## src/iec_regs.svh

```systemverilog
// Register offsets, field positions and reset values of the enable bank
`ifndef IEC_REGS_SVH
`define IEC_REGS_SVH

`define IEC_OFS_EN_SIX       12'h000
`define IEC_OFS_EN_SEVEN     12'h004
`define IEC_OFS_PRIO_ZERO    12'h008
`define IEC_OFS_FLAG_STATUS  12'h00c
`define IEC_OFS_FLAG_CLEAR   12'h010
`define IEC_OFS_FLAG_ENABLE  12'h014

`define IEC_BIT_SELFTUNE_EN  10
`define IEC_BIT_JTAG_EN      5

`define IEC_FLAG_SELFTUNE    0
`define IEC_FLAG_JTAG        1
`define IEC_NUM_SRC          2

`define IEC_POS_TIMER_ONE    12
`define IEC_POS_COMPARE_ONE  8
`define IEC_POS_CAPTURE_ONE  4
`define IEC_POS_EXT_INT_ZERO 0
`define IEC_PRIO_RESET       3'h4

`endif

```

## src/iec_pkg.sv

```systemverilog
// Types shared by the interrupt enable bank
package iec_pkg;
  typedef logic [15:0] iec_word_t;
  typedef logic [2:0]  iec_prio_t;
  typedef enum logic [2:0] {
    IEC_SEL_NONE,
    IEC_SEL_EN_SIX,
    IEC_SEL_EN_SEVEN,
    IEC_SEL_PRIO_ZERO,
    IEC_SEL_FLAG_STATUS,
    IEC_SEL_FLAG_CLEAR,
    IEC_SEL_FLAG_ENABLE
  } iec_sel_t;
endpackage : iec_pkg

```

## src/iec_enable_bank.sv

```systemverilog
// Overview of operation
// Enable six bit 10 enables self-tune request; clears at reset.
// Other bits of enable register six read zero and ignore writes.
// Bit 5 of enable register seven enables JTAG request; clears at reset.
// Bits 15 to 6 of enable register seven read zero.
// Bits 4 to 0 of enable register seven read zero.
// Enable bit one enables its request, zero leaves it disabled.
// Requests reach priority logic only while enabled; flags still set.
`include "iec_regs.svh"

module iec_enable_bank
  import iec_pkg::*;
(
  input  wire logic        clock,
  input  wire logic        rst,
  input  wire logic        psel,
  input  wire logic        penable,
  input  wire logic        pwrite,
  input  wire logic [11:0] paddr,
  input  wire logic [31:0] pwdata,
  input  wire logic        selftune_event,
  input  wire logic        jtag_event,
  output logic             pready,
  output logic             pslverr,
  output logic      [31:0] prdata,
  output logic             selftune_req,
  output logic             jtag_req,
  output iec_prio_t        timer_one_priority,
  output iec_prio_t        compare_one_priority,
  output iec_prio_t        capture_one_priority,
  output iec_prio_t        ext_int_zero_priority,
  output logic             irq
);
  localparam int NS = `IEC_NUM_SRC;

  function automatic iec_sel_t decode(input logic [11:0] a);
    unique case (a)
      `IEC_OFS_EN_SIX:      decode = IEC_SEL_EN_SIX;
      `IEC_OFS_EN_SEVEN:    decode = IEC_SEL_EN_SEVEN;
      `IEC_OFS_PRIO_ZERO:   decode = IEC_SEL_PRIO_ZERO;
      `IEC_OFS_FLAG_STATUS: decode = IEC_SEL_FLAG_STATUS;
      `IEC_OFS_FLAG_CLEAR:  decode = IEC_SEL_FLAG_CLEAR;
      `IEC_OFS_FLAG_ENABLE: decode = IEC_SEL_FLAG_ENABLE;
      default:              decode = IEC_SEL_NONE;
    endcase
  endfunction : decode

  function automatic iec_word_t prio_word(input iec_prio_t t,
                                          input iec_prio_t o,
                                          input iec_prio_t c,
                                          input iec_prio_t e);
    prio_word = '0;
    prio_word[`IEC_POS_TIMER_ONE +: 3]    = t;
    prio_word[`IEC_POS_COMPARE_ONE +: 3]  = o;
    prio_word[`IEC_POS_CAPTURE_ONE +: 3]  = c;
    prio_word[`IEC_POS_EXT_INT_ZERO +: 3] = e;
  endfunction : prio_word

  logic            osc_selftune_irq_en_reg;
  logic            jtag_irq_en_reg;
  iec_prio_t       timer_prio_reg;
  iec_prio_t       compare_prio_reg;
  iec_prio_t       capture_prio_reg;
  iec_prio_t       ext_prio_reg;
  logic [NS-1:0]   flag_reg;
  logic [NS-1:0]   req_reg;
  logic [NS-1:0]   enable_vec;
  logic [NS-1:0]   event_vec;
  logic [NS-1:0]   clear_vec;
  logic            wr_commit;
  iec_sel_t        sel;
  iec_word_t       rd_value;
  iec_word_t       wd;
  logic            irq_reg;

  assign sel       = decode(paddr);
  assign wd        = pwdata[15:0];
  // Writes land only on the edge where the access phase completes
  assign wr_commit = psel & penable & pready & pwrite & ~pslverr;

  assign enable_vec[`IEC_FLAG_SELFTUNE] = osc_selftune_irq_en_reg;
  assign enable_vec[`IEC_FLAG_JTAG]     = jtag_irq_en_reg;
  assign event_vec[`IEC_FLAG_SELFTUNE]  = selftune_event;
  assign event_vec[`IEC_FLAG_JTAG]      = jtag_event;
  assign clear_vec = (wr_commit && sel == IEC_SEL_FLAG_CLEAR) ?
                     wd[NS-1:0] : '0;

  // Only the documented enable bits have storage; the rest never hold data
  always_ff @(posedge clock or posedge rst) begin
    if (rst) begin
      osc_selftune_irq_en_reg <= 1'b0;
    end else if (wr_commit && sel == IEC_SEL_EN_SIX) begin
      osc_selftune_irq_en_reg <= wd[`IEC_BIT_SELFTUNE_EN];
    end else if (wr_commit && sel == IEC_SEL_FLAG_ENABLE) begin
      osc_selftune_irq_en_reg <= wd[`IEC_FLAG_SELFTUNE];
    end
  end

  always_ff @(posedge clock or posedge rst) begin
    if (rst) begin
      jtag_irq_en_reg <= 1'b0;
    end else if (wr_commit && sel == IEC_SEL_EN_SEVEN) begin
      jtag_irq_en_reg <= wd[`IEC_BIT_JTAG_EN];
    end else if (wr_commit && sel == IEC_SEL_FLAG_ENABLE) begin
      jtag_irq_en_reg <= wd[`IEC_FLAG_JTAG];
    end
  end

  always_ff @(posedge clock or posedge rst) begin
    if (rst) begin
      timer_prio_reg   <= `IEC_PRIO_RESET;
      compare_prio_reg <= `IEC_PRIO_RESET;
      capture_prio_reg <= `IEC_PRIO_RESET;
      ext_prio_reg     <= `IEC_PRIO_RESET;
    end else if (wr_commit && sel == IEC_SEL_PRIO_ZERO) begin
      timer_prio_reg   <= wd[`IEC_POS_TIMER_ONE +: 3];
      compare_prio_reg <= wd[`IEC_POS_COMPARE_ONE +: 3];
      capture_prio_reg <= wd[`IEC_POS_CAPTURE_ONE +: 3];
      ext_prio_reg     <= wd[`IEC_POS_EXT_INT_ZERO +: 3];
    end
  end

  always_comb begin
    rd_value = '0;
    unique case (sel)
      IEC_SEL_EN_SIX:
        rd_value[`IEC_BIT_SELFTUNE_EN] = osc_selftune_irq_en_reg;
      IEC_SEL_EN_SEVEN:
        rd_value[`IEC_BIT_JTAG_EN] = jtag_irq_en_reg;
      IEC_SEL_PRIO_ZERO:
        rd_value = prio_word(timer_prio_reg, compare_prio_reg,
                             capture_prio_reg, ext_prio_reg);
      IEC_SEL_FLAG_STATUS:
        rd_value[NS-1:0] = flag_reg;
      IEC_SEL_FLAG_ENABLE:
        rd_value[NS-1:0] = enable_vec;
      IEC_SEL_FLAG_CLEAR,
      IEC_SEL_NONE:
        rd_value = '0;
    endcase
  end

  iec_apb_port u_apb (
    .clock    (clock),
    .rst      (rst),
    .psel     (psel),
    .penable  (penable),
    .hit      (sel != IEC_SEL_NONE),
    .rd_value (rd_value),
    .pready   (pready),
    .pslverr  (pslverr),
    .prdata   (prdata)
  );

  iec_flag_gate #(.N(NS)) u_flags (
    .clock     (clock),
    .rst       (rst),
    .event_in  (event_vec),
    .clear_in  (clear_vec),
    .enable_in (enable_vec),
    .flag_reg  (flag_reg),
    .req_reg   (req_reg)
  );

  // Level interrupt follows enabled flags one cycle late
  always_ff @(posedge clock or posedge rst) begin
    if (rst) begin
      irq_reg <= 1'b0;
    end else begin
      irq_reg <= |(flag_reg & enable_vec);
    end
  end

  assign irq                   = irq_reg;
  assign selftune_req          = req_reg[`IEC_FLAG_SELFTUNE];
  assign jtag_req              = req_reg[`IEC_FLAG_JTAG];
  assign timer_one_priority    = timer_prio_reg;
  assign compare_one_priority  = compare_prio_reg;
  assign capture_one_priority  = capture_prio_reg;
  assign ext_int_zero_priority = ext_prio_reg;
endmodule : iec_enable_bank

```

## src/iec_flag_gate.sv

```systemverilog
// Sticky source flags and the gated requests handed to the priority logic
module iec_flag_gate #(
  parameter int N = 2
) (
  input  wire logic         clock,
  input  wire logic         rst,
  input  wire logic [N-1:0] event_in,
  input  wire logic [N-1:0] clear_in,
  input  wire logic [N-1:0] enable_in,
  output logic      [N-1:0] flag_reg,
  output logic      [N-1:0] req_reg
);
  // A flag sets regardless of its enable; a set in the clearing cycle wins
  always_ff @(posedge clock or posedge rst) begin
    if (rst) begin
      flag_reg <= '0;
    end else begin
      flag_reg <= (flag_reg & ~clear_in) | event_in;
    end
  end

  always_ff @(posedge clock or posedge rst) begin
    if (rst) begin
      req_reg <= '0;
    end else begin
      req_reg <= flag_reg & enable_in;
    end
  end
endmodule : iec_flag_gate

```

## src/iec_apb_port.sv

```systemverilog
// APB answer stage: one wait-free access phase, registered read data
module iec_apb_port (
  input  wire logic        clock,
  input  wire logic        rst,
  input  wire logic        psel,
  input  wire logic        penable,
  input  wire logic        hit,
  input  wire logic [15:0] rd_value,
  output logic             pready,
  output logic             pslverr,
  output logic      [31:0] prdata
);
  logic setup;
  assign setup = psel & ~penable;

  // Answer is prepared in the setup cycle so every output is a flop
  always_ff @(posedge clock or posedge rst) begin
    if (rst) begin
      pready  <= 1'b0;
      pslverr <= 1'b0;
    end else begin
      pready  <= setup;
      pslverr <= setup & ~hit;
    end
  end

  always_ff @(posedge clock or posedge rst) begin
    if (rst) begin
      prdata <= 32'h0;
    end else if (setup) begin
      prdata <= {16'h0, rd_value};
    end
  end
endmodule : iec_apb_port

```

## config.mk

```make
export PLATFORM = sky130hd
export DESIGN_NAME = iec_enable_bank
export DESIGN_NICKNAME = d
export VERILOG_FILES = /design/src/iec_pkg.sv /design/src/iec_enable_bank.sv /design/src/iec_flag_gate.sv /design/src/iec_apb_port.sv
export VERILOG_INCLUDE_DIRS = /design/src
export SDC_FILE = /design/constraint.sdc
export NUM_CORES = 1
export LEC_CHECK = 0
export ABC_CLOCK_PERIOD_IN_PS = 3250
export BUFFER_PORTS_ARGS = -buffer_cell sky130_fd_sc_hd__buf_2
export CORE_MARGIN = 8
export CORE_UTILIZATION = 47
export CTS_BUF_LIST = sky130_fd_sc_hd__clkbuf_2
export DETAILED_ROUTE_END_ITERATION = 10
export PLACE_DENSITY = 0.91
export SLEW_MARGIN = 10
export SYNTH_ARGS = -nofsm -noshare
export SYNTH_HDL_FRONTEND = slang
export SYNTH_SLANG_ARGS = --single-unit
```

## constraint.sdc

```tcl
create_clock -name clock -period 3.25 [get_ports clock]
set_input_delay 0.1625 -clock clock [delete_from_list [all_inputs] [get_ports clock]]
set_output_delay 0.1625 -clock clock [all_outputs]
set_load 0.1 [all_outputs]
```

# ---- Word level (Yosys, flattened, before mapping)
# Cells that the tools add are included.
dict set report word_totals {
  output_inout_bits 49
  reg_bits 37
  word_cells 58
}
dict set report classes {
  bitwise 13
  mux 12
  n_reduce_logical 10
  eq_ne 11
}
# op n
set ops {}
lappend ops {{$eq A12 B4 Y1 const B} 2}
lappend ops {{$eq A12 B5 Y1 const B} 2}
lappend ops {{$pmux W3 S6} 1}
lappend ops {{$eq A12 B3 Y1 const B} 1}
lappend ops {{$logic_not A12 Y1} 1}
lappend ops {{$eq A3 B3 Y1 const B} 3}
lappend ops {{$mux W4} 2}
lappend ops {{$and A1 B1 Y1} 6}
lappend ops {{$eq A3 B2 Y1 const B} 2}
lappend ops {{$pmux W2 S3} 1}
lappend ops {{$logic_and A1 B1 Y1} 5}
lappend ops {{$and A2 B2 Y2} 2}
lappend ops {{$mux W1} 4}
lappend ops {{$pmux W1 S2} 2}
lappend ops {{$reduce_bool A2 Y1} 2}
lappend ops {{$eq A3 B1 Y1 const B} 1}
lappend ops {{$mux W3} 1}
lappend ops {{$not A1 Y1} 3}
lappend ops {{$reduce_bool A3 Y1} 1}
lappend ops {{$mux W2} 1}
lappend ops {{$not A2 Y2} 1}
lappend ops {{$or A2 B2 Y2} 1}
lappend ops {{$reduce_or A2 Y1} 1}

# ---- Depth between registers and ports, before layout
dict set report logic_depth {
  depth_word 9
  mapped_depth 6
  ltp_nobuf 4
}

# ---- Modules after synthesis
# Synthesis repeated with hierarchy kept, for this count alone.
dict set report unflattened {
  cells_unflattened 151
  hier_area_um2 1910.6
}
# mod cells_each area_per_inst_um2 n_inst
set by_module_without_submodules {}
lappend by_module_without_submodules {iec_enable_bank 84 932.1 1}
lappend by_module_without_submodules {iec_apb_port 56 839.6 1}
lappend by_module_without_submodules {iec_flag_gate 11 138.9 1}

# ---- Worst setup path after synthesis
# OpenSTA, ideal clock, no wires.
dict set report synth_timing {
  kind {register -> register}
  start {reg u_apb.pready}
  end {reg compare_prio_reg[0], in the netlist compare_one_priority[0]}
  t_arrival_ps 1885
  setup_time_ps 128
  path_slack_ps 1237
  path_stages_with_launch 6
  required_ps 3122
  synth_period_minus_slack_ps 2013
  cell_sequence {dfrtp_1 nand4_1 nor2_1 and3_1 buf_6 mux2_1}
}
dict set report synth_via {
  elab_chain_cells 4
}
# item line_no
set synth_lines {}
lappend synth_lines {{start, declared} iec_apb_port.sv:9} ;# output logic pready,
lappend synth_lines {{start signal, assigned} iec_apb_port.sv:22} ;# pready <= setup;
lappend synth_lines {{$and A1 B1 Y1 (3 in a row)} iec_enable_bank.sv:79} ;# assign wr_commit = psel & penable & pready & pwrite & ~pslverr;
lappend synth_lines {{$logic_and A1 B1 Y1} iec_enable_bank.sv:115} ;# end else if (wr_commit && sel == IEC_SEL_PRIO_ZERO) begin
lappend synth_lines {{end signal, assigned} iec_enable_bank.sv:112} ;# compare_prio_reg <= `IEC_PRIO_RESET;
lappend synth_lines {{end signal, assigned} iec_enable_bank.sv:117} ;# compare_prio_reg <= wd[`IEC_POS_COMPARE_ONE +: 3];
lappend synth_lines {{end, declared} iec_enable_bank.sv:62} ;# iec_prio_t compare_prio_reg;
# Every way passes these cells.
# A chain may end at the register's enable or synchronous reset.

# ---- Worst setup path after layout
dict set report layout_timing {
  start {in paddr[9]}
  end {reg capture_prio_reg[1], in the netlist capture_one_priority[1]}
}
dict set report layout_via {
  elab_chain_cells 4
}
# item line_no
set layout_lines {}
lappend layout_lines {{start, declared} iec_enable_bank.sv:19} ;# input wire logic [11:0] paddr,
lappend layout_lines {{$eq A12 B5 Y1, or another cell as far along} iec_enable_bank.sv:37} ;# unique case (a)
lappend layout_lines {{$pmux W3 S6 (*)} iec_enable_bank.sv:37}
lappend layout_lines {{$eq A3 B2 Y1 (*)} iec_enable_bank.sv:115}
lappend layout_lines {{$logic_and A1 B1 Y1 (*)} iec_enable_bank.sv:115}
lappend layout_lines {{end signal, assigned} iec_enable_bank.sv:113} ;# capture_prio_reg <= `IEC_PRIO_RESET;
lappend layout_lines {{end signal, assigned} iec_enable_bank.sv:118} ;# capture_prio_reg <= wd[`IEC_POS_CAPTURE_ONE +: 3];
lappend layout_lines {{end, declared} iec_enable_bank.sv:63} ;# iec_prio_t capture_prio_reg;
# Mark *: on every way between the ends. The rest lies on a longest branch, timed or not.

==> impl_metrics.env <==
export IMPL_fin_crit_sh_pct=58.5
export IMPL_swShare_pct=32.7
export IMPL_post_synth_top_count_cell="dfrtp_1"
export IMPL_drt_total_wl_um=3870
export IMPL_vias=1247
export IMPL_synthCells=141
export IMPL_drt_pre_antenna_iters=4
export IMPL_path_delay_family="simple AND/OR/NAND/NOR gates"
export IMPL_dpl_instance_area_um2=1840
export IMPL_ys_top_cells_by_count="29 x dfrtp_1, 20 x buf_4, 12 x mux2_1"
export IMPL_slew_limit_headroom_pct=29.6
export IMPL_largest_reg_flops=12
export IMPL_critPathMaxFanout=13
export IMPL_final_cells=260
export IMPL_synth_edff_count=0
export IMPL_cts_buffers=5
export IMPL_slew_viol_final=0
export IMPL_die_area_um2=5520
export IMPL_synth_seq_cells=33
export IMPL_drc=0
export IMPL_fp_dieH_um=74.3
export IMPL_antenna_found_initial=0
export IMPL_arrival_ns=2.18
export IMPL_max_freq_ghz=0.526
export IMPL_startpoint_type="input pin"
export IMPL_hp_class="in2reg"
export IMPL_clock_latency_ns=0.39
export IMPL_ir_drop_mv=0.280
export IMPL_grt_max_degree=32
export IMPL_fill_cells=307
export IMPL_max_cap_violations=0
export IMPL_worstMarginPinSlew_ns=1.05
export IMPL_yosysSeqAreaShare_pct=52.0
export IMPL_cts_resized=0
export IMPL_port_buffers=59
export IMPL_netlist_cell_type_count=33
export IMPL_finalSetupViolCount=0
export IMPL_yosysTopAreaCellShare_pct=45.4
export IMPL_cts_clk_slew_worst_paths_ns=0.15
export IMPL_yosysWarnings=0
export IMPL_power_switching_mw=0.281
export IMPL_cts_htree_levels=2
export IMPL_cp_required_ns=3.53
export IMPL_dieWidth_um=74.3
export IMPL_fin_nets=264
export IMPL_hpwl_um=3000
export IMPL_pwr_share_seq_pct=48.1
export IMPL_rsz0062_at_grt="no"
export IMPL_yosys_area_top_type="dfrtp_1"
export IMPL_ys_async_sr_fraction_pct=100
export IMPL_postLayoutCellArea_um2=2050
export IMPL_final_core_util_pct=61.9
export IMPL_crit_buf_inv=2
export IMPL_synth_area_per_cell_um2=11.3
export IMPL_power_mw=0.859
export IMPL_drive_above_1_share_pct=35.5
export IMPL_path_cells="buf_2 > or4_4 > nor4_4 > buf_4 > and3_1 > mux2_1"
export IMPL_routedWlPerCell_um=14.9
export IMPL_min_period_ns=1.90
export IMPL_cts_num_sinks=33
export IMPL_place_gp_congestion=0.770
export IMPL_end_kind="flip-flop"
export IMPL_synth_area_top_cells="dfrtp_1 45%, buf_4 9.4%, mux2_1 8.5%"
export IMPL_power_density_nw_per_um2=419
export IMPL_path_class="in2reg"
export IMPL_grt_pass1_wl_um=6070
export IMPL_hold_viol_final=0
export IMPL_critPathSlowestCell="and3_1"
export IMPL_timing_final_ws_setup_ns=1.35
export IMPL_drtAntennaViolNets=0
export IMPL_synth_area_um2=1600
export IMPL_place_inst=238
export IMPL_critPathMaxStageDelay_ns=0.55
export IMPL_clock_skew_final_ns=0.0180
export IMPL_outcome="finished clean"
export IMPL_grt_overflow=0
export IMPL_syn_to_final_growth_pct=28.2
export IMPL_initial_core_util_pct=48.3
export IMPL_diodes=0
export IMPL_leakage_nw=1.11
export IMPL_finalSetupTns_ns=0
export IMPL_hold_ws_ns=0.0388
export IMPL_cts_tree="done"
export IMPL_cts_root_buf="clkbuf_2"
export IMPL_internal_power_mw=0.578
export IMPL_grt_total_usage_pct=14.9
export IMPL_cts_max_path_buffers=2
export IMPL_postCtsSetupBuffers=0
export IMPL_drt_iter0_markers=30
export IMPL_regMostFlops="u_apb.prdata"
export IMPL_post_place_ws_ns=0.881
export IMPL_rows=21
export IMPL_p_comb_share_pct=20.4
export IMPL_coreArea_um2=3310
export IMPL_ios=100
export IMPL_vias_per_cell=4.80
export IMPL_synth_ff_type="dfrtp_1"
export IMPL_p_clk_share_pct=31.5
export IMPL_grt_pass1_vias=1272
## layer usage
metal | vias up | track usage [%] | wire, um | share of wire, %
met4 | 0 | 10.7 | 80 | 2.1
met3 | 5 | 4.85 | 336 | 8.7
met1 | 596 | 14.7 | 1380 | 36
met2 | 45 | 25.7 | 2070 | 53
li1 | 601 | - | - | -
met5 | - | 0 | 0 | 0
## power groups by stage
stage / clock network (mW) / registers (mW) / logic (mW)
2_1_floorplan: 0 / 0.431 / 0.144
3_3_place_gp: 0 / 0.421 / 0.160
3_5_place_dp: 0 / 0.421 / 0.161
4_1_cts: 0.280 / 0.414 / 0.173
5_1_grt: 0.296 / 0.414 / 0.182
6_report: 0.270 / 0.413 / 0.175
## path summary, 6_finish.rpt
| path | from | endpoint | slack (ns) | cells past startpoint |
|---|---|---|---|---|
| min reg2reg | u_apb.prdata[5] | u_apb.prdata[5] | 0.51 | 2 |
| max reg2reg | u_apb.pready | capture_one_priority[1] | 1.58 | 4 |
| max | paddr[9] | capture_one_priority[1] | 1.35 | 6 |
| min in group asynchronous | rst | u_apb.prdata[1] | 0.42 | 3 |
| max in group asynchronous | rst | timer_one_priority[2] | 2.19 | 4 |
| min | pwdata[1] | ext_int_zero_priority[1] | 0.04 | 2 |
## cell families (layout without fill, tap and decap cells)
group | count (synthesis) | in the layout | share of synthesized area [%]
simple gates | 37 | 37 | 14.0
compound gates | 22 | 22 | 10.0
flops | 33 | 33 | 52.0
buf+inv | 32 | 86 | 12.8
other cells | 1 | 20 | 0.235
mux | 16 | 16 | 11.0
## what timing repair did
action | CTS | global route
endpoints found under the hold margin | 12 | 30
hold buffers | 12 | 2
setup endpoints to repair | 0 | 0
## cells in the final DEF (no fill, tap or decap), types with 4 or more instances in the layout
master / n
dfrtp_1: 29
a22o_1: 8
nand4_1: 4
dlygate4sd3_1: 14
clkbuf_2: 6
dfstp_2: 4
nand2_1: 8
mux2i_1: 4
nor2_1: 4
conb_1: 20
buf_2: 59
mux2_1: 12
## layout make-up
cell class / count / area [um^2] / area share [%]
repair buffers: 75 / 450 / 22.0
inverters: 3 / 11.3 / 0.549
multi-input cells: 95 / 634 / 31.0
clock buffers: 6 / 30.0 / 1.47
well taps: 46 / 57.6 / 2.81
clock inverters: 2 / 35.0 / 1.71
flip-flops and latches: 33 / 831 / 40.5
Note: power is estimated with default switching activity, not from simulation.
